### src/core/mmb_pkg.sv
/*
  Package for the mode select, memory map and expansion bus block:
  mode and target encodings, state codes, request/response carriers,
  map constants and bus phase counts.
  Assumes a single 200 MHz clock domain; all users write mmb_pkg::name.
*/
package mmb_pkg;

  // Mode code is {mode_select_in_1, mode_select_in_0} as sampled on the first clock after reset
  typedef enum logic [1:0] {
    MODE_BOOT   = 2'b00,
    MODE_TEST   = 2'b01,
    MODE_SINGLE = 2'b10,
    MODE_EXPAND = 2'b11
  } mmb_mode_t;

  typedef enum logic [2:0] {
    TGT_NONE = 3'b000,
    TGT_REG  = 3'b001,
    TGT_RAM  = 3'b010,
    TGT_BOOT = 3'b011,
    TGT_ROM  = 3'b100,
    TGT_EEP  = 3'b101,
    TGT_EXT  = 3'b110
  } mmb_tgt_t;

  typedef enum logic [2:0] {
    ST_CAPTURE = 3'b000,
    ST_IDLE    = 3'b001,
    ST_ADDR    = 3'b010,
    ST_LATCH   = 3'b011,
    ST_DATA    = 3'b100
  } mmb_state_t;

  typedef struct packed {
    logic valid;
    logic wr;
    logic [15:0] addr;
    logic [7:0] wdata;
  } mmb_req_t;

  typedef struct packed {
    logic valid;
    logic err;
    mmb_tgt_t tgt;
    logic [7:0] rdata;
  } mmb_rsp_t;

  // Map figures; sizes of the memory arrays are plain defaults
  localparam logic [15:0] RAM_SIZE = 16'h0200;
  localparam logic [15:0] RAM_TOP = 16'h01ff;
  localparam logic [15:0] REG_SIZE = 16'h0040;
  localparam logic [15:0] BOOT_BASE = 16'hbf00;
  localparam logic [15:0] BOOT_SIZE = 16'h0100;
  localparam logic [15:0] BOOT_VEC_BASE = 16'hbfc0;
  localparam logic [15:0] VEC_BASE = 16'hffc0;
  localparam logic [15:0] ROM_BASE = 16'hd000;
  localparam logic [15:0] ROM_SIZE = 16'h3000;
  localparam logic [15:0] EEP_BASE = 16'hb600;
  localparam logic [15:0] EEP_SIZE = 16'h0200;
  localparam logic [11:0] PAGE_OFFSET_ZERO = 12'h000;
  localparam logic [3:0] RAM_RESET_PAGE = 4'h0;
  localparam logic [3:0] REG_RESET_PAGE = 4'h1;

  // Bus phase and start-up counts
  localparam logic [1:0] E_HIGH_LAST = 2'h3;
  localparam logic [1:0] MODE_CAP_WAIT = 2'h2;
  localparam logic [2:0] LOADER_IDLE_CHARS = 3'h4;

  localparam logic [7:0] BYTE_ZERO = 8'h00;
  localparam logic [7:0] BYTE_ONES = 8'hff;

endpackage

### src/core/mmb_decode.sv
/*
  Address decoder: maps one 16-bit address to the on-chip resource or the
  external bus for the current mode and map positions.
  Purely combinational; the caller registers the result.
*/
`timescale 1ns/1ps

module mmb_decode (
  input wire logic [15:0] addr,
  input wire mmb_pkg::mmb_mode_t mode,
  input wire logic [3:0] ram_page,
  input wire logic [3:0] reg_page,
  input wire logic rom_on,
  input wire logic eep_on,
  output mmb_pkg::mmb_tgt_t tgt
);

  function automatic logic in_win(input logic [15:0] a, input logic [15:0] base,
                                  input logic [15:0] size);
    in_win = (a >= base) && ((a - base) < size);
  endfunction

  logic [15:0] reg_base;
  logic [15:0] ram_base;
  logic rom_live;
  logic ext_ok;

  assign reg_base = {reg_page, mmb_pkg::PAGE_OFFSET_ZERO};
  assign ram_base = {ram_page, mmb_pkg::PAGE_OFFSET_ZERO};
  // Single-chip code has nowhere else to fetch vectors, so ROM stays on there
  assign rom_live = rom_on || (mode == mmb_pkg::MODE_SINGLE);
  assign ext_ok = (mode == mmb_pkg::MODE_EXPAND) || (mode == mmb_pkg::MODE_TEST);

  // Same order in every mode, so on-chip resources never move with mode
  always_comb begin
    tgt = mmb_pkg::TGT_NONE;
    if (in_win(addr, reg_base, mmb_pkg::REG_SIZE)) begin
      tgt = mmb_pkg::TGT_REG;
    end else if (in_win(addr, ram_base, mmb_pkg::RAM_SIZE)) begin
      tgt = mmb_pkg::TGT_RAM;
    end else if (mode == mmb_pkg::MODE_BOOT &&
                 in_win(addr, mmb_pkg::BOOT_BASE, mmb_pkg::BOOT_SIZE)) begin
      tgt = mmb_pkg::TGT_BOOT;
    end else if (rom_live && in_win(addr, mmb_pkg::ROM_BASE, mmb_pkg::ROM_SIZE)) begin
      tgt = mmb_pkg::TGT_ROM;
    end else if (eep_on && in_win(addr, mmb_pkg::EEP_BASE, mmb_pkg::EEP_SIZE)) begin
      tgt = mmb_pkg::TGT_EEP;
    end else if (ext_ok) begin
      tgt = mmb_pkg::TGT_EXT;
    end
  end

endmodule // mmb_decode

### src/core/mmb_top.sv
/*
  Mode capture, memory map decode and multiplexed expansion bus engine.
  Assumes: one clock clk_sys at 200 MHz, synchronous active-high rst,
  mode pins and port C/strobe A pins asynchronous to clk_sys, CPU and
  port logic on clk_sys. Bidirectional pins are split into in/out/enable.
*/
`timescale 1ns/1ps

// Summary of operation
// - Mode comes from mode pins after reset release
// - Single-chip: on-chip only, no external cycles
// - Expanded: whole 64K space, external elsewhere
// - Single-chip: ports B, C, strobes are GPIO
// - Single-chip: ROM enabled, vectors at FFC0-FFFF
// - Low address then data share port C
// - Address strobe high passes, falling edge latches
// - Address, R/W, strobe valid every cycle
// - R/W low, held across back-to-back writes
// - Bootstrap enables boot ROM BF00-BFFF
// - Bootstrap vectors decode to BFC0-BFFF
// - Loader exits to 0000 on idle/last byte
// - Bootstrap port D open-drain, external pull-up
// - Bootstrap interrupt vectors redirect into RAM
// - On-chip addresses identical in both modes
// - Config bits remove EEPROM, and EPROM outside single-chip
// - RAM at 0000, relocatable per 4K
// - Registers at 1000, relocatable per 4K
// - Registers win over RAM on overlap
// - Test mode is expanded plus privilege
// - Port B carries address 15-8
// - Port C carries address 7-0 first
module mmb_top (
  input wire logic clk_sys,
  input wire logic rst,
  input wire logic clk_en,
  input wire logic mode_select_in_0,
  input wire logic mode_select_in_1,
  input wire mmb_pkg::mmb_req_t req,
  output logic req_ready,
  output mmb_pkg::mmb_rsp_t rsp,
  input wire logic [3:0] ram_page,
  input wire logic [3:0] reg_page,
  input wire logic cfg_rom_on,
  input wire logic cfg_eep_on,
  input wire logic [7:0] gpio_b_out,
  input wire logic [7:0] gpio_c_out,
  input wire logic [7:0] gpio_c_oe,
  input wire logic gpio_strobe_b,
  input wire logic sci_rx_byte,
  input wire logic [15:0] sci_rx_addr,
  input wire logic sci_char_tick,
  output logic [7:0] port_b_pin_o,
  input wire logic [7:0] port_c_pin_i,
  output logic [7:0] port_c_pin_o,
  output logic [7:0] port_c_pin_oe,
  input wire logic strobe_a_pin_i,
  output logic strobe_a_pin_o,
  output logic strobe_a_pin_oe,
  output logic strobe_b_pin_o,
  output logic e_clk,
  output logic [7:0] port_c_in_sync,
  output logic port_c_latch_strobe_in,
  output mmb_pkg::mmb_mode_t mode,
  output logic mode_valid,
  output logic privileged,
  output logic port_d_wired_or,
  output logic vectors_to_ram,
  output logic loader_jump_to_zero
);

  typedef struct packed {
    logic [1:0] md_s1;
    logic [1:0] md_s2;
    logic [7:0] pc_s1;
    logic [7:0] pc_s2;
    logic sa_s1;
    logic sa_s2;
    logic [1:0] cap_wait;
    logic mode_ok;
    mmb_pkg::mmb_mode_t mode;
    mmb_pkg::mmb_state_t state;
    logic [1:0] e_cnt;
    logic wr;
    logic [7:0] wdata;
    mmb_pkg::mmb_tgt_t tgt;
    logic req_ready;
    mmb_pkg::mmb_rsp_t rsp;
    logic [7:0] pb_o;
    logic [7:0] pc_o;
    logic [7:0] pc_oe;
    logic sa_o;
    logic sa_oe;
    logic sb_o;
    logic e_o;
    logic [2:0] idle_cnt;
    logic boot_done;
    logic jump_zero;
    logic priv;
    logic d_wor;
    logic vram;
  } mmb_st_t;

  // Reset leaves port C and strobe A undriven and R/W at read, so no stray write
  localparam mmb_st_t ST_RESET = '{
    md_s1: 2'h0,
    md_s2: 2'h0,
    pc_s1: 8'h00,
    pc_s2: 8'h00,
    sa_s1: 1'b0,
    sa_s2: 1'b0,
    cap_wait: mmb_pkg::MODE_CAP_WAIT,
    mode_ok: 1'b0,
    mode: mmb_pkg::MODE_SINGLE,
    state: mmb_pkg::ST_CAPTURE,
    e_cnt: 2'h0,
    wr: 1'b0,
    wdata: 8'h00,
    tgt: mmb_pkg::TGT_NONE,
    req_ready: 1'b0,
    rsp: '{valid: 1'b0, err: 1'b0, tgt: mmb_pkg::TGT_NONE, rdata: 8'h00},
    pb_o: 8'h00,
    pc_o: 8'h00,
    pc_oe: 8'h00,
    sa_o: 1'b0,
    sa_oe: 1'b0,
    sb_o: 1'b1,
    e_o: 1'b0,
    idle_cnt: 3'h0,
    boot_done: 1'b0,
    jump_zero: 1'b0,
    priv: 1'b0,
    d_wor: 1'b0,
    vram: 1'b0
  };

  mmb_st_t s_q;
  mmb_st_t s_d;
  mmb_pkg::mmb_tgt_t dec_tgt;
  logic bus_mode;

  mmb_decode u_decode (
    .addr(req.addr),
    .mode(s_q.mode),
    .ram_page(ram_page),
    .reg_page(reg_page),
    .rom_on(cfg_rom_on),
    .eep_on(cfg_eep_on),
    .tgt(dec_tgt)
  );

  // Test mode runs the same bus as expanded mode
  assign bus_mode = (s_q.mode == mmb_pkg::MODE_EXPAND) ||
                    (s_q.mode == mmb_pkg::MODE_TEST);

  always_comb begin
    s_d = s_q;
    s_d.rsp.valid = 1'b0;
    s_d.jump_zero = 1'b0;

    // Two-stage synchronisers for every asynchronous pin
    s_d.md_s1 = {mode_select_in_1, mode_select_in_0};
    s_d.md_s2 = s_q.md_s1;
    s_d.pc_s1 = port_c_pin_i;
    s_d.pc_s2 = s_q.pc_s1;
    s_d.sa_s1 = strobe_a_pin_i;
    s_d.sa_s2 = s_q.sa_s1;

    case (s_q.state)
      mmb_pkg::ST_CAPTURE: begin
        // Synchronisers are cleared by reset, so wait until they carry the pins
        if (s_q.cap_wait != 2'h0) begin
          s_d.cap_wait = s_q.cap_wait - 2'h1;
        end else begin
          s_d.mode = mmb_pkg::mmb_mode_t'(s_q.md_s2);
          s_d.mode_ok = 1'b1;
          s_d.state = mmb_pkg::ST_IDLE;
          s_d.req_ready = 1'b1;
          // Flags follow the captured code and stay fixed until the next reset
          s_d.priv = (s_q.md_s2 == mmb_pkg::MODE_TEST);
          s_d.d_wor = (s_q.md_s2 == mmb_pkg::MODE_BOOT);
          s_d.vram = (s_q.md_s2 == mmb_pkg::MODE_BOOT);
        end
      end
      mmb_pkg::ST_IDLE: begin
        if (req.valid) begin
          s_d.wr = req.wr;
          s_d.wdata = req.wdata;
          s_d.tgt = dec_tgt;
          if (bus_mode) begin
            // Every access, internal or not, runs a visible bus cycle
            s_d.state = mmb_pkg::ST_ADDR;
            s_d.req_ready = 1'b0;
            s_d.pb_o = req.addr[15:8];
            s_d.pc_o = req.addr[7:0];
            s_d.pc_oe = mmb_pkg::BYTE_ONES;
            s_d.sa_o = 1'b1;
            s_d.sb_o = !req.wr;
          end else begin
            // On-chip only: unmapped addresses answer with an error, no bus cycle
            s_d.rsp.valid = 1'b1;
            s_d.rsp.err = (dec_tgt == mmb_pkg::TGT_NONE);
            s_d.rsp.tgt = dec_tgt;
            s_d.rsp.rdata = mmb_pkg::BYTE_ZERO;
          end
        end else if (bus_mode) begin
          s_d.sb_o = 1'b1;
        end
      end
      mmb_pkg::ST_ADDR: begin
        s_d.sa_o = 1'b0;
        s_d.state = mmb_pkg::ST_LATCH;
      end
      mmb_pkg::ST_LATCH: begin
        // Data half: device drives only for writes, pins float for reads
        s_d.e_o = 1'b1;
        s_d.e_cnt = 2'h0;
        s_d.pc_o = s_q.wdata;
        s_d.pc_oe = s_q.wr ? mmb_pkg::BYTE_ONES : mmb_pkg::BYTE_ZERO;
        s_d.state = mmb_pkg::ST_DATA;
      end
      mmb_pkg::ST_DATA: begin
        if (s_q.e_cnt != mmb_pkg::E_HIGH_LAST) begin
          s_d.e_cnt = s_q.e_cnt + 2'h1;
        end else begin
          // Sample late in E high so synchroniser delay still lands inside it
          s_d.e_o = 1'b0;
          s_d.pc_oe = mmb_pkg::BYTE_ZERO;
          s_d.rsp.valid = 1'b1;
          s_d.rsp.err = 1'b0;
          s_d.rsp.tgt = s_q.tgt;
          s_d.rsp.rdata = (!s_q.wr && s_q.tgt == mmb_pkg::TGT_EXT) ?
                          s_q.pc_s2 : mmb_pkg::BYTE_ZERO;
          s_d.req_ready = 1'b1;
          s_d.state = mmb_pkg::ST_IDLE;
        end
      end
      default: begin
        s_d.state = mmb_pkg::ST_CAPTURE;
      end
    endcase

    // Pins revert to parallel I/O once single-chip or bootstrap mode is captured
    if (s_q.mode_ok && !bus_mode) begin
      s_d.pb_o = gpio_b_out;
      s_d.pc_o = gpio_c_out;
      s_d.pc_oe = gpio_c_oe;
      s_d.sa_o = 1'b0;
      s_d.sa_oe = 1'b0;
      s_d.sb_o = gpio_strobe_b;
      s_d.e_o = 1'b0;
    end else if (s_q.mode_ok) begin
      s_d.sa_oe = 1'b1;
    end

    // Loader exit: idle character count, or last RAM byte received
    if (s_q.mode_ok && s_q.mode == mmb_pkg::MODE_BOOT && !s_q.boot_done) begin
      if (sci_rx_byte) begin
        s_d.idle_cnt = 3'h0;
        if (sci_rx_addr == mmb_pkg::RAM_TOP) begin
          s_d.boot_done = 1'b1;
          s_d.jump_zero = 1'b1;
        end
      end else if (sci_char_tick) begin
        s_d.idle_cnt = s_q.idle_cnt + 3'h1;
        if (s_q.idle_cnt + 3'h1 == mmb_pkg::LOADER_IDLE_CHARS) begin
          s_d.boot_done = 1'b1;
          s_d.jump_zero = 1'b1;
        end
      end
    end
  end

  always_ff @(posedge clk_sys) begin
    if (rst) begin
      s_q <= ST_RESET;
    end else if (clk_en) begin
      s_q <= s_d;
    end
  end

  assign req_ready = s_q.req_ready;
  assign rsp = s_q.rsp;
  assign port_b_pin_o = s_q.pb_o;
  assign port_c_pin_o = s_q.pc_o;
  assign port_c_pin_oe = s_q.pc_oe;
  assign strobe_a_pin_o = s_q.sa_o;
  assign strobe_a_pin_oe = s_q.sa_oe;
  assign strobe_b_pin_o = s_q.sb_o;
  assign e_clk = s_q.e_o;
  assign port_c_in_sync = s_q.pc_s2;
  assign port_c_latch_strobe_in = s_q.sa_s2;
  assign mode = s_q.mode;
  assign mode_valid = s_q.mode_ok;
  assign privileged = s_q.priv;
  // Bootstrap mode capture sets port D open-drain; SCI transmit needs a pull-up
  assign port_d_wired_or = s_q.d_wor;
  assign vectors_to_ram = s_q.vram;
  assign loader_jump_to_zero = s_q.jump_zero;

endmodule // mmb_top

### config.mk
export PLATFORM = sky130hd
export DESIGN_NAME = mmb_top
export DESIGN_NICKNAME = d
export VERILOG_FILES = /design/src/core/mmb_pkg.sv /design/src/core/mmb_decode.sv /design/src/core/mmb_top.sv
export SDC_FILE = /design/constraint.sdc
export NUM_CORES = 1
export LEC_CHECK = 0
export BUFFER_PORTS_ARGS = -buffer_cell sky130_fd_sc_hd__buf_2
export CORE_UTILIZATION = 40
export CTS_BUF_LIST = sky130_fd_sc_hd__clkbuf_16
export DETAILED_ROUTE_END_ITERATION = 8
export SYNTH_ARGS = -nofsm -noshare
export SYNTH_HDL_FRONTEND = slang
export SYNTH_HIERARCHICAL = 1
export SYNTH_SLANG_ARGS = --single-unit
### constraint.sdc
create_clock -name clk_sys -period 2.6 [get_ports clk_sys]
set_input_delay 0.26 -clock clk_sys [delete_from_list [all_inputs] [get_ports clk_sys]]
set_output_delay 0.26 -clock clk_sys [all_outputs]
set_load 0.05 [all_outputs]
# Word-level counts from Yosys, hierarchy flattened
# Cells that the tools add are included.
# word_totals
elab_cells,167
out_inout_bits,58
in_bits,93
reg_bits,93
# classes
eq_ne,22
bitwise_logic,1
magnitude_cmp,10
muxes,43
add_sub_neg,8
reduce_logical,52
# ops
cell,count
two-way mux 25 bit,2
">= comparator 16 bit, second input constant",3
"subtractor 16 bit, second input constant",3
two-way mux 39 bit,1
>= comparator 16 bit,2
"less-than comparator 16 x 10 -> 1 bit, second input constant",2
two-way mux 8 bit,4
subtractor 16 bit,2
two-way mux 3 bit,10
case mux 13 bit (2 select lines),1
case mux 8 bit (3 select lines),1
AND reduction 3 bit,7
AND reduction 5 bit,4
nonzero test 2 bit,9
"equality test 16 x 9 -> 1 bit, second input constant",1
"less-than comparator 16 x 14 -> 1 bit, second input constant",1
"less-than comparator 16 x 7 -> 1 bit, second input constant",1
"less-than comparator 16 x 9 -> 1 bit, second input constant",1
case mux 8 bit (2 select lines),1
case mux 3 bit (5 select lines),1
two-way mux 14 bit,1
"!= test 2 bit, second input constant",7
two-way mux 13 bit,1
logical AND 1 bit,12
26 further kinds,58

# Longest topological paths before layout
# Gate-level depths: netlist (run 1).
# logic_depth
depth_word,14
depth_mapped,10
ltp_nobuf,10

# By module
# Netlist (run 1), hierarchy kept.
# modules_own_cells
mod,n_inst,area_per_inst_um2,seq_area_each_um2,cells_per_inst
mmb_top,1,4376.7,1861.8,483
mmb_decode,1,519.2,0.0,65

# Worst setup path after synthesis (run 1)
# Ideal clock, no wire load.
# synth_path
path_type,input to register
start,in req[20] in the netlist's numbering
end,"reg s_q, in the netlist rsp[10]"
slack_ns,0.594
setup_time_ns,0.132
arrival_ns,1.874
required_time_ns,2.468
path_buffers,0
stages,9
path_cell_list,inv_1 ha_1 fa_1 xor2_1 nand4_1 a221o_1 o2111a_1 a221oi_1 nor3_1
# synth_between
elab_chain_cells,12
elab_cells_between_ends,31
cone_classes,add/sub: 5; order compare: 10; mux: 8; reduce/logical: 8
# synth_rtl
element,line_no,rtl
from (decl),mmb_top.sv:38,"input wire mmb_pkg::mmb_req_t req,"
subtractor 16 bit,mmb_decode.sv:20,in_win = (a >= base) && ((a - base) < size);
less-than comparator 16 x 10 -> 1 bit,mmb_decode.sv:20,
logical AND 1 bit,mmb_decode.sv:20,
logical AND 1 bit,mmb_decode.sv:46,"end else if (eep_on && in_win(addr, mmb_pkg::EEP_BASE, mmb_pkg::EEP_SIZE)) begin"
two-way mux 3 bit,mmb_decode.sv:46,
two-way mux 3 bit,mmb_decode.sv:44,"end else if (rom_live && in_win(addr, mmb_pkg::ROM_BASE, mmb_pkg::ROM_SIZE)) begin"
two-way mux 3 bit,mmb_decode.sv:41,end else if (mode == mmb_pkg::MODE_BOOT &&
two-way mux 3 bit,mmb_decode.sv:39,"end else if (in_win(addr, ram_base, mmb_pkg::RAM_SIZE)) begin"
two-way mux 3 bit (*),mmb_decode.sv:37,"if (in_win(addr, reg_base, mmb_pkg::REG_SIZE)) begin"
net dec_tgt[2],mmb_top.sv:138,mmb_pkg::mmb_tgt_t dec_tgt;
two-way mux 13 bit (*),mmb_top.sv:189,if (bus_mode) begin
two-way mux 39 bit (*),mmb_top.sv:185,if (req.valid) begin
case mux 13 bit (2 select lines) (*),mmb_top.sv:168,case (s_q.state)
to (signal assigned),mmb_top.sv:275,s_q <= ST_RESET;
to (signal assigned),mmb_top.sv:277,s_q <= s_d;
to (decl),mmb_top.sv:136,mmb_st_t s_q;
# Mark *: on every way through the listed nets, which the timed path passes. The rest lies on a longest branch. The select of a mux whose other input is x is not followed.
# A chain may end at the register's enable or synchronous reset.

# Worst setup path after layout (run 1)
# layout_path
start,reg s_q[65] in the netlist's numbering
end,"reg s_q, in the netlist port_c_pin_oe[6]"
# layout_between
elab_chain_cells,3
elab_cells_between_ends,10
cone_classes,eq/ne: 6; mux: 2; reduce/logical: 2
# layout_rtl
element,line_no
"equality test 3 bit, or another cell as far along",mmb_top.sv:168
"!= test 3 bit (no line), or another cell as far along",n/a
AND reduction 5 bit (no line) or two-way mux 25 bit (tied branches),n/a
# Parallel ways exist; a longest one is shown, timed or not.

==> results of run 1 <==
[state kept, by name, summed over array words and instances (netlist names), 2 cells and up]
| register | flops |
|---|---|
| port_b_pin_o | 8 |
| port_c_pin_o | 8 |
| port_c_in_sync | 8 |
| port_c_pin_oe | 8 |
| s_d | 11 |
| s_q | 25 |
| rsp | 13 |
| mode | 2 |
[layout make-up]
cell class / count / area share, %
Multi-Input combinational cell: 354 / 43.02
Sequential cell: 93 / 32.85
Timing Repair Buffer: 156 / 14.04
Clock buffer: 9 / 3.974
Tap cell: 147 / 3.245
Inverter: 22 / 1.457
Clock inverter: 7 / 1.413
[report_power, final]
group / switching [mW] / internal (mW)
clock: 0.598 / 0.763
combinational: 0.404 / 0.232
sequential: 0.0510 / 1.49
total: 1.05 / 2.48
[metal layers]
layer,global-route usage (%),vias up,part of all wire [%]
met2,32.47,104,48
met5,0,-,0
li1,-,2065,-
met1,24.58,1995,47
met4,7.289,0,1.1
met3,4.158,9,4.5
[cells in the mapped netlist, drive strengths merged, types with 3 or more instances]
cell,number,share of area [%]
ha,14,3.6
inv,22,1.7
a31oi,7,0.89
nor4b,4,0.72
nor3b,3,0.56
mux2i,38,7.8
nand4,6,0.77
nor2,80,6.2
clkbuf,14,1.1
o21ai,7,0.72
a221oi,4,0.72
o211ai,3,0.46
nand3b,8,1.5
a22oi,12,1.8
dfxtp,93,38
nand4b,3,0.54
nor2b,7,0.89
and3b,3,0.54
o221a,8,1.8
nor3,11,1.1
nor4,4,0.64
a21oi,32,3.3
nand2b,13,1.7
nand2,20,1.5
a22o,16,2.9
nand3,12,1.2
buf,65,9.4
[path summary, 6_finish.rpt]
kind                                 from                             to  slack [ps]
setup / recovery     s_q[65]$_SDFFE_PP0P_  port_c_pin_oe[6]$_SDFFE_PP0P_         400
setup reg to reg     s_q[65]$_SDFFE_PP0P_  port_c_pin_oe[6]$_SDFFE_PP0P_         400
hold / removal            port_c_pin_i[3]           s_d[77]$_SDFFE_PP0P_         150
hold reg to reg   privileged$_SDFFE_PP0P_        privileged$_SDFFE_PP0P_         460
[critical path: stages (launching register included)]
cell       delay, ps
dfxtp_1          700
nand3b_4         210
mux2_4           350
a2111oi_4        610
a22oi_1          180
[cell families (layout without fill, tap and decap cells)]
logic type	count (synthesis)	after routing
AO/OA/AOI/OAI	108	108
XOR/XNOR	4	4
adder cells (fa/ha/maj)	16	16
buffers and inverters	101	194
flip-flops	93	93
multiplexers	39	39
AND/OR/NAND/NOR	187	187
==> key figures, run 1 <==
Synthesis
  • Post-synth EDFFs: 0
  • Largest family of logic cells by synthesized area: simple AND/OR/NAND/NOR gates
  • Distinct cells, synth: 67
  • Async S/R FF share, synth: 0%
  • Post-Syn Instances: approximately 550
  • Adder-Cell Fraction of Synth Area: under 10%
  • Post-Synth Simple-Gate Area: between 20% and 30%
  • Seq/Total Area, Yosys: 38.03%
  • Xor-xnor portion of the synthesized cell area: less than 1%
  • Netlist Area Pre-Place: ~5000 um2
  • Syn Nets: 657
  • Predominant post-synthesis flop cell: dfxtp_1
  • Syn avg cell area: 8.934 um2
  • Post-synthesis compound-gate area fraction: ~16%
  • FF+latch count, synth: between 90 and 100
  • Mux contribution to synthesized area: around 8%
  • Yosys warning total: 6

Layout
  • # diodes: 0
  • Footprint of the multi-input gates: 2439 um2
  • Post-route cell area: 5668 um2
  • Commonest non-fill, non-tap cell in the layout: buf_2
  • FF+latch area: about 1900 um2
  • Area Overhead vs Synth: 15.77%
  • Post-Layout Cell Count: 788
  • Final nets: between 700 and 800
  • Most frequent cells in the layout: 150 x buf_2, 93 x dfxtp_1, 79 x nor2_1
  • Fraction of layout cells with a size suffix above 1: a little under a third
  • Fillers: roughly 1.1k
  • Final core occ: a little under half

Floorplan
  • Core ar.: approximately 12000 um2
  • Die Area: ~13000 um2
  • # IOs: about 150
  • Die width: between 100 and 150 um
  • Std-Cell Rows: 40
  • Starting Density: around two fifths
  • Chip height: roughly 110 um

Clock network
  • Clock buffer depth: 2
  • Worst-Skew Late Latency: 350 ps
  • CTS buffer count: 9
  • Cts hold-fix bufs: 0
  • CTS clk-pin slew, worst paths: ~70 ps
  • CTS root buf: clkbuf_16
  • Clk sinks: between 90 and 100
  • Htree depth: 3
  • Post-CTS repair timing setup buffer count: 0
  • CTS tree: yes
  • CTS resizes: 0

Routing
  • DR iter-0 viols: 257
  • DR vias: approximately 4.2k
  • Post-DRT Antenna Nets: 0
  • Drt wl/cell: 15.29 um
  • Residual DRC: 0
  • DR pass1 iterations: 5
  • Vias per cell: approximately 5.3
  • Drt total wl: approximately 12000 um

Worst setup path
  • Reg2reg path depth: 4
  • Startpoint types: flop
  • Critical Path RT: around 2800 ps
  • Crit-path max FO: 17
  • Worst Setup End Kind: flop
  • CP Class: flop to flop
  • Critical Path AT: roughly 2400 ps

Pwr
  • Leakage: 2.709 nW
  • Worst vdd ir: roughly 460 uV
  • Pwr Total: ~3.5 mW
  • Pwr dens: between 600 and 700 nW/um2

Place
  • Routability Congestion: 0.8138
  • Hpwl dp: between 9000 and 10000 um
  • Area post-placement: approximately 5400 um2
  • Port buffer count: 150
  • Placed Cells: just under 800
  • Dpl ws: 237.7 ps

STA
  • Final worst-path cycle share: a little over four fifths
  • Slew Limit Fails: 0
  • Worst slew pin tran: 634.1 ps
  • Final TNS setup: 0 ps
  • Fmax: approximately 450 MHz
  • Minimum clock period: 2202 ps
  • Final Skew: 6.910 ps
  • Hold Fails Final Rpt: 0
  • Unrepaired setup endpoints after global routing: no
  • Setup violators final: 0
  • Rel. slew slack: between 50% and 60%
  • Worst Hold Slack: between 150 and 200 ps
  • Worst setup margin: between 300 and 400 ps

Global route
  • Largest net degree at the start of global routing: 36
  • Initial antenna violation count: 0
  • Gr ovfl total: 0
  • Number of global-route vias before repair: between 4k and 5k
  • GRT Util Overall: just under 20%
  • First-pass GRT wire length: 19590 um

Hold path
  • Hold Path Class: primary input to flop
  • Hold depth: 3

Outcome
  • Status: completed

Run
  • Max Cap Viol: 0
Power figures use the tool's default switching activity.
==> run 2: changes to the inputs <==
--- a/config.mk
+++ b/config.mk
@@ -5,6 +5,7 @@
 export SDC_FILE = /design/constraint.sdc
 export NUM_CORES = 1
 export LEC_CHECK = 0
+export ABC_AREA = 1
 export BUFFER_PORTS_ARGS = -buffer_cell sky130_fd_sc_hd__buf_2
 export CORE_UTILIZATION = 40
 export CTS_BUF_LIST = sky130_fd_sc_hd__clkbuf_16
==> constraint.sdc (replaced) <==
create_clock -name clk_sys -period 2.1 [get_ports clk_sys]
set_input_delay 0.21 -clock clk_sys [delete_from_list [all_inputs] [get_ports clk_sys]]
set_output_delay 0.21 -clock clk_sys [all_outputs]
set_load 0.05 [all_outputs]
==> run 2 against run 1 <==
Against the previous run:
- global-route usage about the same
- die area increased by 9.2%
- critical path type is now primary input to flop
- largest cell class unchanged
- hold slack got worse by 70 ps
- critical path depth increased by 10
==> key figures, run 2 <==
Clock network
  • CTS clk-pin slew, worst paths: 70 ps
  • Worst-Skew Late Latency: around 350 ps
  • CTS resizes: 0
  • CTS root buf: clkbuf_16
  • CTS tree: yes
  • CTS buffer count: 9
  • Cts hold-fix bufs: 0
  • Htree depth: 3
  • Clk sinks: slightly above 90
  • Post-CTS repair timing setup buffer count: 0
  • Clock buffer depth: 2

Layout
  • Most frequent cells in the layout: 224 x nand2_1, 150 x buf_2, 141 x nor2_1
  • Post-route cell area: 6240 um2
  • FF+latch area: 1862 um2
  • Post-Layout Cell Count: between 1k and 1.5k
  • # diodes: 0
  • Area Overhead vs Synth: 16.49%
  • Fraction of layout cells with a size suffix above 1: 23.08%
  • Final nets: about 1.0k
  • Biggest register: s_q
  • Footprint of the multi-input gates: 2654 um2
  • Largest register FFs: 25
  • Commonest non-fill, non-tap cell in the layout: nand2_1
  • Fillers: between 1k and 1.5k

Global route
  • Gr ovfl total: 0
  • Initial antenna violation count: 0
  • Number of global-route vias before repair: about 4.5k
  • GRT Util Overall: between 10% and 20%
  • Largest net degree at the start of global routing: 30
  • First-pass GRT wire length: 21760 um

STA
  • Rel. slew slack: a little under 70%
  • Setup violators final: 0
  • Final TNS setup: 0 ps
  • Fmax: between 500 and 600 MHz
  • Final worst-path cycle share: a little under nine tenths
  • Minimum clock period: 1814 ps
  • Worst slew pin tran: ~490 ps
  • Unrepaired setup endpoints after global routing: no
  • Final Skew: between 6 and 7 ps
  • Hold Fails Final Rpt: 0
  • Slew Limit Fails: 0

Synthesis
  • FF+latch count, synth: slightly above 90
  • Synth top area share: 34.76%
  • Distinct cells, synth: 33
  • Syn Nets: roughly 940
  • Syn avg cell area: roughly 6.5 um2
  • Area contributors post-synth: dfxtp_1 35%, nand2_1 16%, nor2_1 9.9%
  • Netlist Area Pre-Place: approximately 5400 um2
  • Post-synth top cells: 224 x nand2_1, 141 x nor2_1, 93 x dfxtp_1
  • Async S/R FF share, synth: 0%
  • Synth area leader: dfxtp_1
  • Post-Syn Instances: just over 800
  • Top-count cell post-synth: nand2_1
  • Seq/Total Area, Yosys: a little over a third
  • Predominant post-synthesis flop cell: dfxtp_1
  • Yosys warning total: 6
  • Post-synth EDFFs: 0

Place
  • Port buffer count: 150
  • Routability Congestion: 0.8174
  • Placed Cells: roughly 1.1k
  • Area post-placement: ~5900 um2
  • Hpwl dp: between 9000 and 10000 um

Pwr
  • Comb power frac: about a third
  • Internal power: between 3 and 4 mW
  • Worst vdd ir: between 300 and 400 uV
  • Pwr dens: 932.7 nW/um2
  • Leakage: around 3.3 nW
  • Clock power share: 28.4%
  • Sw Ratio: about two fifths
  • Reg power frac: 36.3%
  • Switch Pwr: between 2 and 2.5 mW

Floorplan
  • Starting Density: a little over two fifths
  • Std-Cell Rows: approximately 40
  • # IOs: ~150
  • Core ar.: about 13000 um2
  • Die width: roughly 120 um
  • Chip height: 117.7 um
  • Die Area: approximately 14000 um2

Worst setup path
  • Crit-path max FO: 3
  • Crit path cell chain: buf_2 > inv_1 > ha_1 > fa_1 > or2_1 > nand4_1 > nor2_1 > nand3_1 > nand3_1 > nor3_1 > nand3_1 > nor2_1 > o21ai_0 > nor2_1
  • Max incr delay on CP: 410 ps
  • CP Class: primary input to flop
  • Critical Path AT: roughly 2100 ps
  • Worst Setup End Kind: flop
  • Critical Path RT: 2390 ps
  • Slowest cell on the critical path: fa_1
  • Startpoint types: primary input

Routing
  • DR vias: 5166
  • Vias per cell: around 4.7
  • Drt wl/cell: about 12 um
  • DR pass1 iterations: 5
  • Post-DRT Antenna Nets: 0
  • Residual DRC: 0
  • Drt total wl: ~13000 um
  • DR iter-0 viols: ~320

Run
  • Max Cap Viol: 0

Hold path
  • Hold Path Class: primary input to flop

Outcome
  • Status: completed
-- run 2: cell count changes in the layout (fill, tap and decap cells not counted), moves of 8 or more --
cell,before,now
buf_4,6,16
inv_2,0,10
nand2_1,20,224
a21oi_1,32,49
o21ai_0,7,52
a22oi_1,12,0
nor3_1,11,1
nor2_1,79,141
a22o_1,16,0
nand3_1,12,40
mux2i_1,38,0
nand2b_1,13,0
inv_1,22,79
o221a_2,8,0
-- run 2: logic make-up (layout without fill, tap and decap cells) --
logic type               Yosys count  after routing  synth area share, %
buffers and inverters            166            272                15.70
flip-flops                        93             93                34.76
AO/OA/AOI/OAI                    112            112                10.93
adder cells (fa/ha/maj)           16             16                4.018
AND/OR/NAND/NOR                  443            443                34.59
-- run 2: final timing paths --
| kind | startpoint | end | slack, ps | depth (start not counted) |
|---|---|---|---|---|
| setup / recovery | req[20] | rsp[11]$_SDFFE_PP0P_ | 290 | 14 |
| hold / removal | mode_select_in_0 | s_d[90]$_SDFFE_PP0P_ | 80 | 3 |
| setup reg to reg | s_q[66]$_SDFFE_PP0P_ | rsp[0]$_SDFFE_PP0P_ | 360 | 8 |
| hold reg to reg | s_q[59]$_SDFFE_PP0P_ | s_q[59]$_SDFFE_PP0P_ | 450 | 2 |
-- run 2: per-layer routing --
layer	vias up	share of wire (%)	GRT usage, %
li1	2747	-	-
met1	2276	49	25.74
met2	133	45	31.69
met3	10	4.9	3.585
met4	0	1.2	6.731
met5	-	0	0
-- run 2: metrics by stage --
stage | total power [mW] | setup slack (ps) | util [%] | hold slack [ps]
6_report | 5.820 | 286.5 | 48.65 | 80.35
5_1_grt | 6.196 | 97.53 | 48.65 | 80.44
4_1_cts | 5.876 | 250.4 | 48.65 | 74.65
3_5_place_dp | 4.212 | -105.6 | 46.31 | 436.9
3_3_place_gp | 4.207 | -67.03 | 46.31 | 433.9
2_1_floorplan | 3.889 | 222.1 | - | 344.9
-- run 2: critical path, delay by kind of cell --
family          cells  cell delay (ps)
compound gates      1               90
buf+inv             2              140
simple gates        9             1060
fa+ha+maj           2              610
-- run 2: area by class of cell --
class	count	area share [%]
Multi-Input combinational cell	571	42.53
Sequential cell	93	29.84
Timing Repair Buffer	166	13.96
Inverter	90	5.414
Clock buffer	9	3.609
Tap cell	172	3.449
Clock inverter	7	1.203
-- run 2: power by group through the flow --
stage	clock network, mW	registers, mW	logic (mW)
after floorplan	0	2.23	1.66
after detailed placement	0	2.15	2.06
after CTS	1.69	2.11	2.07
final	1.65	2.11	2.06
after global placement	0	2.15	2.06
after global routing	1.77	2.14	2.28
==> run 3: changes to the inputs <==
==> constraint.sdc (replaced) <==
create_clock -name clk_sys -period 1.75 [get_ports clk_sys]
set_input_delay 0.175 -clock clk_sys [delete_from_list [all_inputs] [get_ports clk_sys]]
set_output_delay 0.175 -clock clk_sys [all_outputs]
set_load 0.05 [all_outputs]
==> run 3 against run 2 <==
Against the previous run:
- non-clock buffer count rose by 15
- final cell count rose by 1.4%
- utilization rose by 1.9 points
- count of clock-buffer cells in the layout did not move
- combinational power rose by 23%
- die area did not move
- power rose by 23%
- highest routed layer unchanged
==> key figures, run 3 (synthesis gave the netlist of run 2 again) <==
Clock network
  • Clk sinks: 93
  • CTS clk-pin slew, worst paths: about 70 ps
  • Clock buffer depth: 2
  • CTS buffer count: 9
  • Post-CTS repair timing setup buffer count: 0
  • CTS root buf: clkbuf_16
  • Cts hold-fix bufs: 0
  • Htree depth: 3
  • CTS tree: yes
  • Worst-Skew Late Latency: about 340 ps

Layout
  • Biggest register: s_q
  • Fillers: roughly 1.4k
  • Most frequent cells in the layout: 224 x nand2_1, 149 x buf_2, 138 x nor2_1
  • Final core occ: between 50 and 60%
  • Post-Layout Cell Count: between 1k and 1.5k
  • # diodes: 0
  • Fraction of layout cells with a size suffix above 1: between 20% and 30%
  • Final nets: roughly 1.1k
  • Commonest non-fill, non-tap cell in the layout: nand2_1
  • Largest register FFs: 25
  • Post-route cell area: approximately 6500 um2
  • Area Overhead vs Synth: 20.93%

STA
  • Final TNS setup: 0 ps
  • Worst slew pin tran: 429.6 ps
  • Slew Limit Fails: 0
  • Final worst-path cycle share: between 90% and 100%
  • Final Skew: a little under 5 ps
  • Worst setup margin: roughly 9.6 ps
  • Rel. slew slack: 71.36%
  • Unrepaired setup endpoints after global routing: yes
  • Minimum clock period: ~1700 ps
  • Hold Fails Final Rpt: 0
  • Setup violators final: 0
  • Fmax: ~570 MHz

Worst setup path
  • Crit path cell chain: buf_2 > ha_4 > fa_2 > nand4_1 > nor2_1 > nand3_2 > inv_2 > nor2_2 > nor3_2 > nand3_1 > nor2_1 > o21ai_1 > nor2_1
  • Critical Path AT: between 2000 and 2500 ps
  • Slowest cell on the critical path: fa_2
  • Worst Setup End Kind: flop
  • Delay-heaviest family, CP: simple AND/OR/NAND/NOR gates
  • Reg2reg start: mode[0]$_SDFFE_PP0P_
  • Worst Setup SP: reg_page[0]
  • Crit-path most repeated cell: nor2_1
  • Buf+Inv Stages, Crit Path: 2
  • CP Class: primary input to flop
  • Crit-path max FO: 3
  • Max incr delay on CP: between 500 and 600 ps
  • Startpoint types: primary input
  • Critical Path RT: 2030 ps

Floorplan
  • Chip height: between 100 and 150 um
  • Die width: about 120 um
  • # IOs: between 150 and 200
  • Die Area: between 10000 and 15000 um2
  • Std-Cell Rows: around 40
  • Core ar.: roughly 13000 um2
  • Starting Density: approximately two fifths

Hold path
  • HP Start: port_c_pin_i[7]
  • Hold Path Class: primary input to flop

Pwr
  • Worst vdd ir: roughly 550 uV
  • Leakage: about 3.4 nW
  • Clock power share: between 20% and 30%
  • Sw Ratio: between 30 and 40%
  • Reg power frac: around a third
  • Comb power frac: 35.4%
  • Pwr dens: around 1100 nW/um2
  • Internal power: 4.389 mW
  • Switch Pwr: around 2.8 mW

Global route
  • GRT Util Overall: between 10% and 20%
  • Gr ovfl total: 0
  • Initial antenna violation count: 0
  • Number of global-route vias before repair: approximately 4.7k
  • Largest net degree at the start of global routing: 34
  • First-pass GRT wire length: about 23000 um

Place
  • Port buffer count: 150
  • Routability Congestion: ~0.82
  • Hpwl dp: approximately 10000 um
  • Area post-placement: 6110 um2
  • Placed Cells: about 1.1k
  • Dpl ws: -439.2 ps

Routing
  • DR pass1 iterations: 4
  • Post-DRT Antenna Nets: 0
  • DR iter-0 viols: 288
  • Drt wl/cell: 11.91 um
  • DR vias: between 5k and 6k
  • Residual DRC: 0
  • Drt total wl: around 13000 um
  • Vias per cell: between 4 and 5

Run
  • Max Cap Viol: 0

Outcome
  • Status: completed
-- run 3: power by group through the flow --
| stage | combinational, mW | clock, mW | sequential [mW] |
|---|---|---|---|
| after floorplan | 2.00 | 0 | 2.68 |
| after global placement | 2.52 | 0 | 2.58 |
| after detailed placement | 2.53 | 0 | 2.59 |
| after CTS | 2.54 | 2.14 | 2.54 |
| after global routing | 2.83 | 2.24 | 2.57 |
| final | 2.54 | 2.10 | 2.54 |
-- run 3: area by class of cell --
class	count	area, um2	share of cell area [%]
inverters	90	350.3	5.409
well taps	172	215.2	3.322
repair buffers	181	1023	15.80
clock buffers	9	225.2	3.477
flip-flops and latches	93	1862	28.74
clock inverters	7	90.09	1.391
multi-input cells	571	2711	41.86
-- run 3: timing repair --
action                     4_1_cts  5_1_grt
pin swaps                        9       12
resized for setup                3       11
setup endpoints to repair        3        7
-- run 3: final timing paths --
path,to,slack [ps],cells after the start
worst max-delay path,rsp[11]$_SDFFE_PP0P_,10,13
worst min-delay path,s_d[81]$_SDFFE_PP0P_,50,3
worst max register to register,rsp[11]$_SDFFE_PP0P_,70,12
worst min register to register,s_q[57]$_SDFFE_PP0P_,450,2
-- run 3: per-stage QoR --
step | power, mW | hold WS, ps
floorplan | 4.673 | 309.9
global placement | 5.100 | 396.4
detailed placement | 5.114 | 402.3
CTS | 7.223 | 42.72
global route | 7.648 | 51.62
finish | 7.174 | 51.33
-- run 3: worst register-to-register path, cell delays in order, from the launching register on --
cell and delay (ps):
dfxtp_1 470, inv_1 100, nand4_1 90, nor2_1 40, nand3_1 90, nand2_1 70
nor2_1 140, nor2_2 70, nor3_2 170, nand3_1 90, nor2_1 100, o21ai_1 70
nor2_1 110
-- run 3: layer usage --
metal	wire length, um	global-route usage (%)	vias up
met5	0	0	-
met1	6559	26.85	2202
met2	6045	32.35	105
met4	205	6.731	0
li1	-	-	2773
met3	563	3.149	15
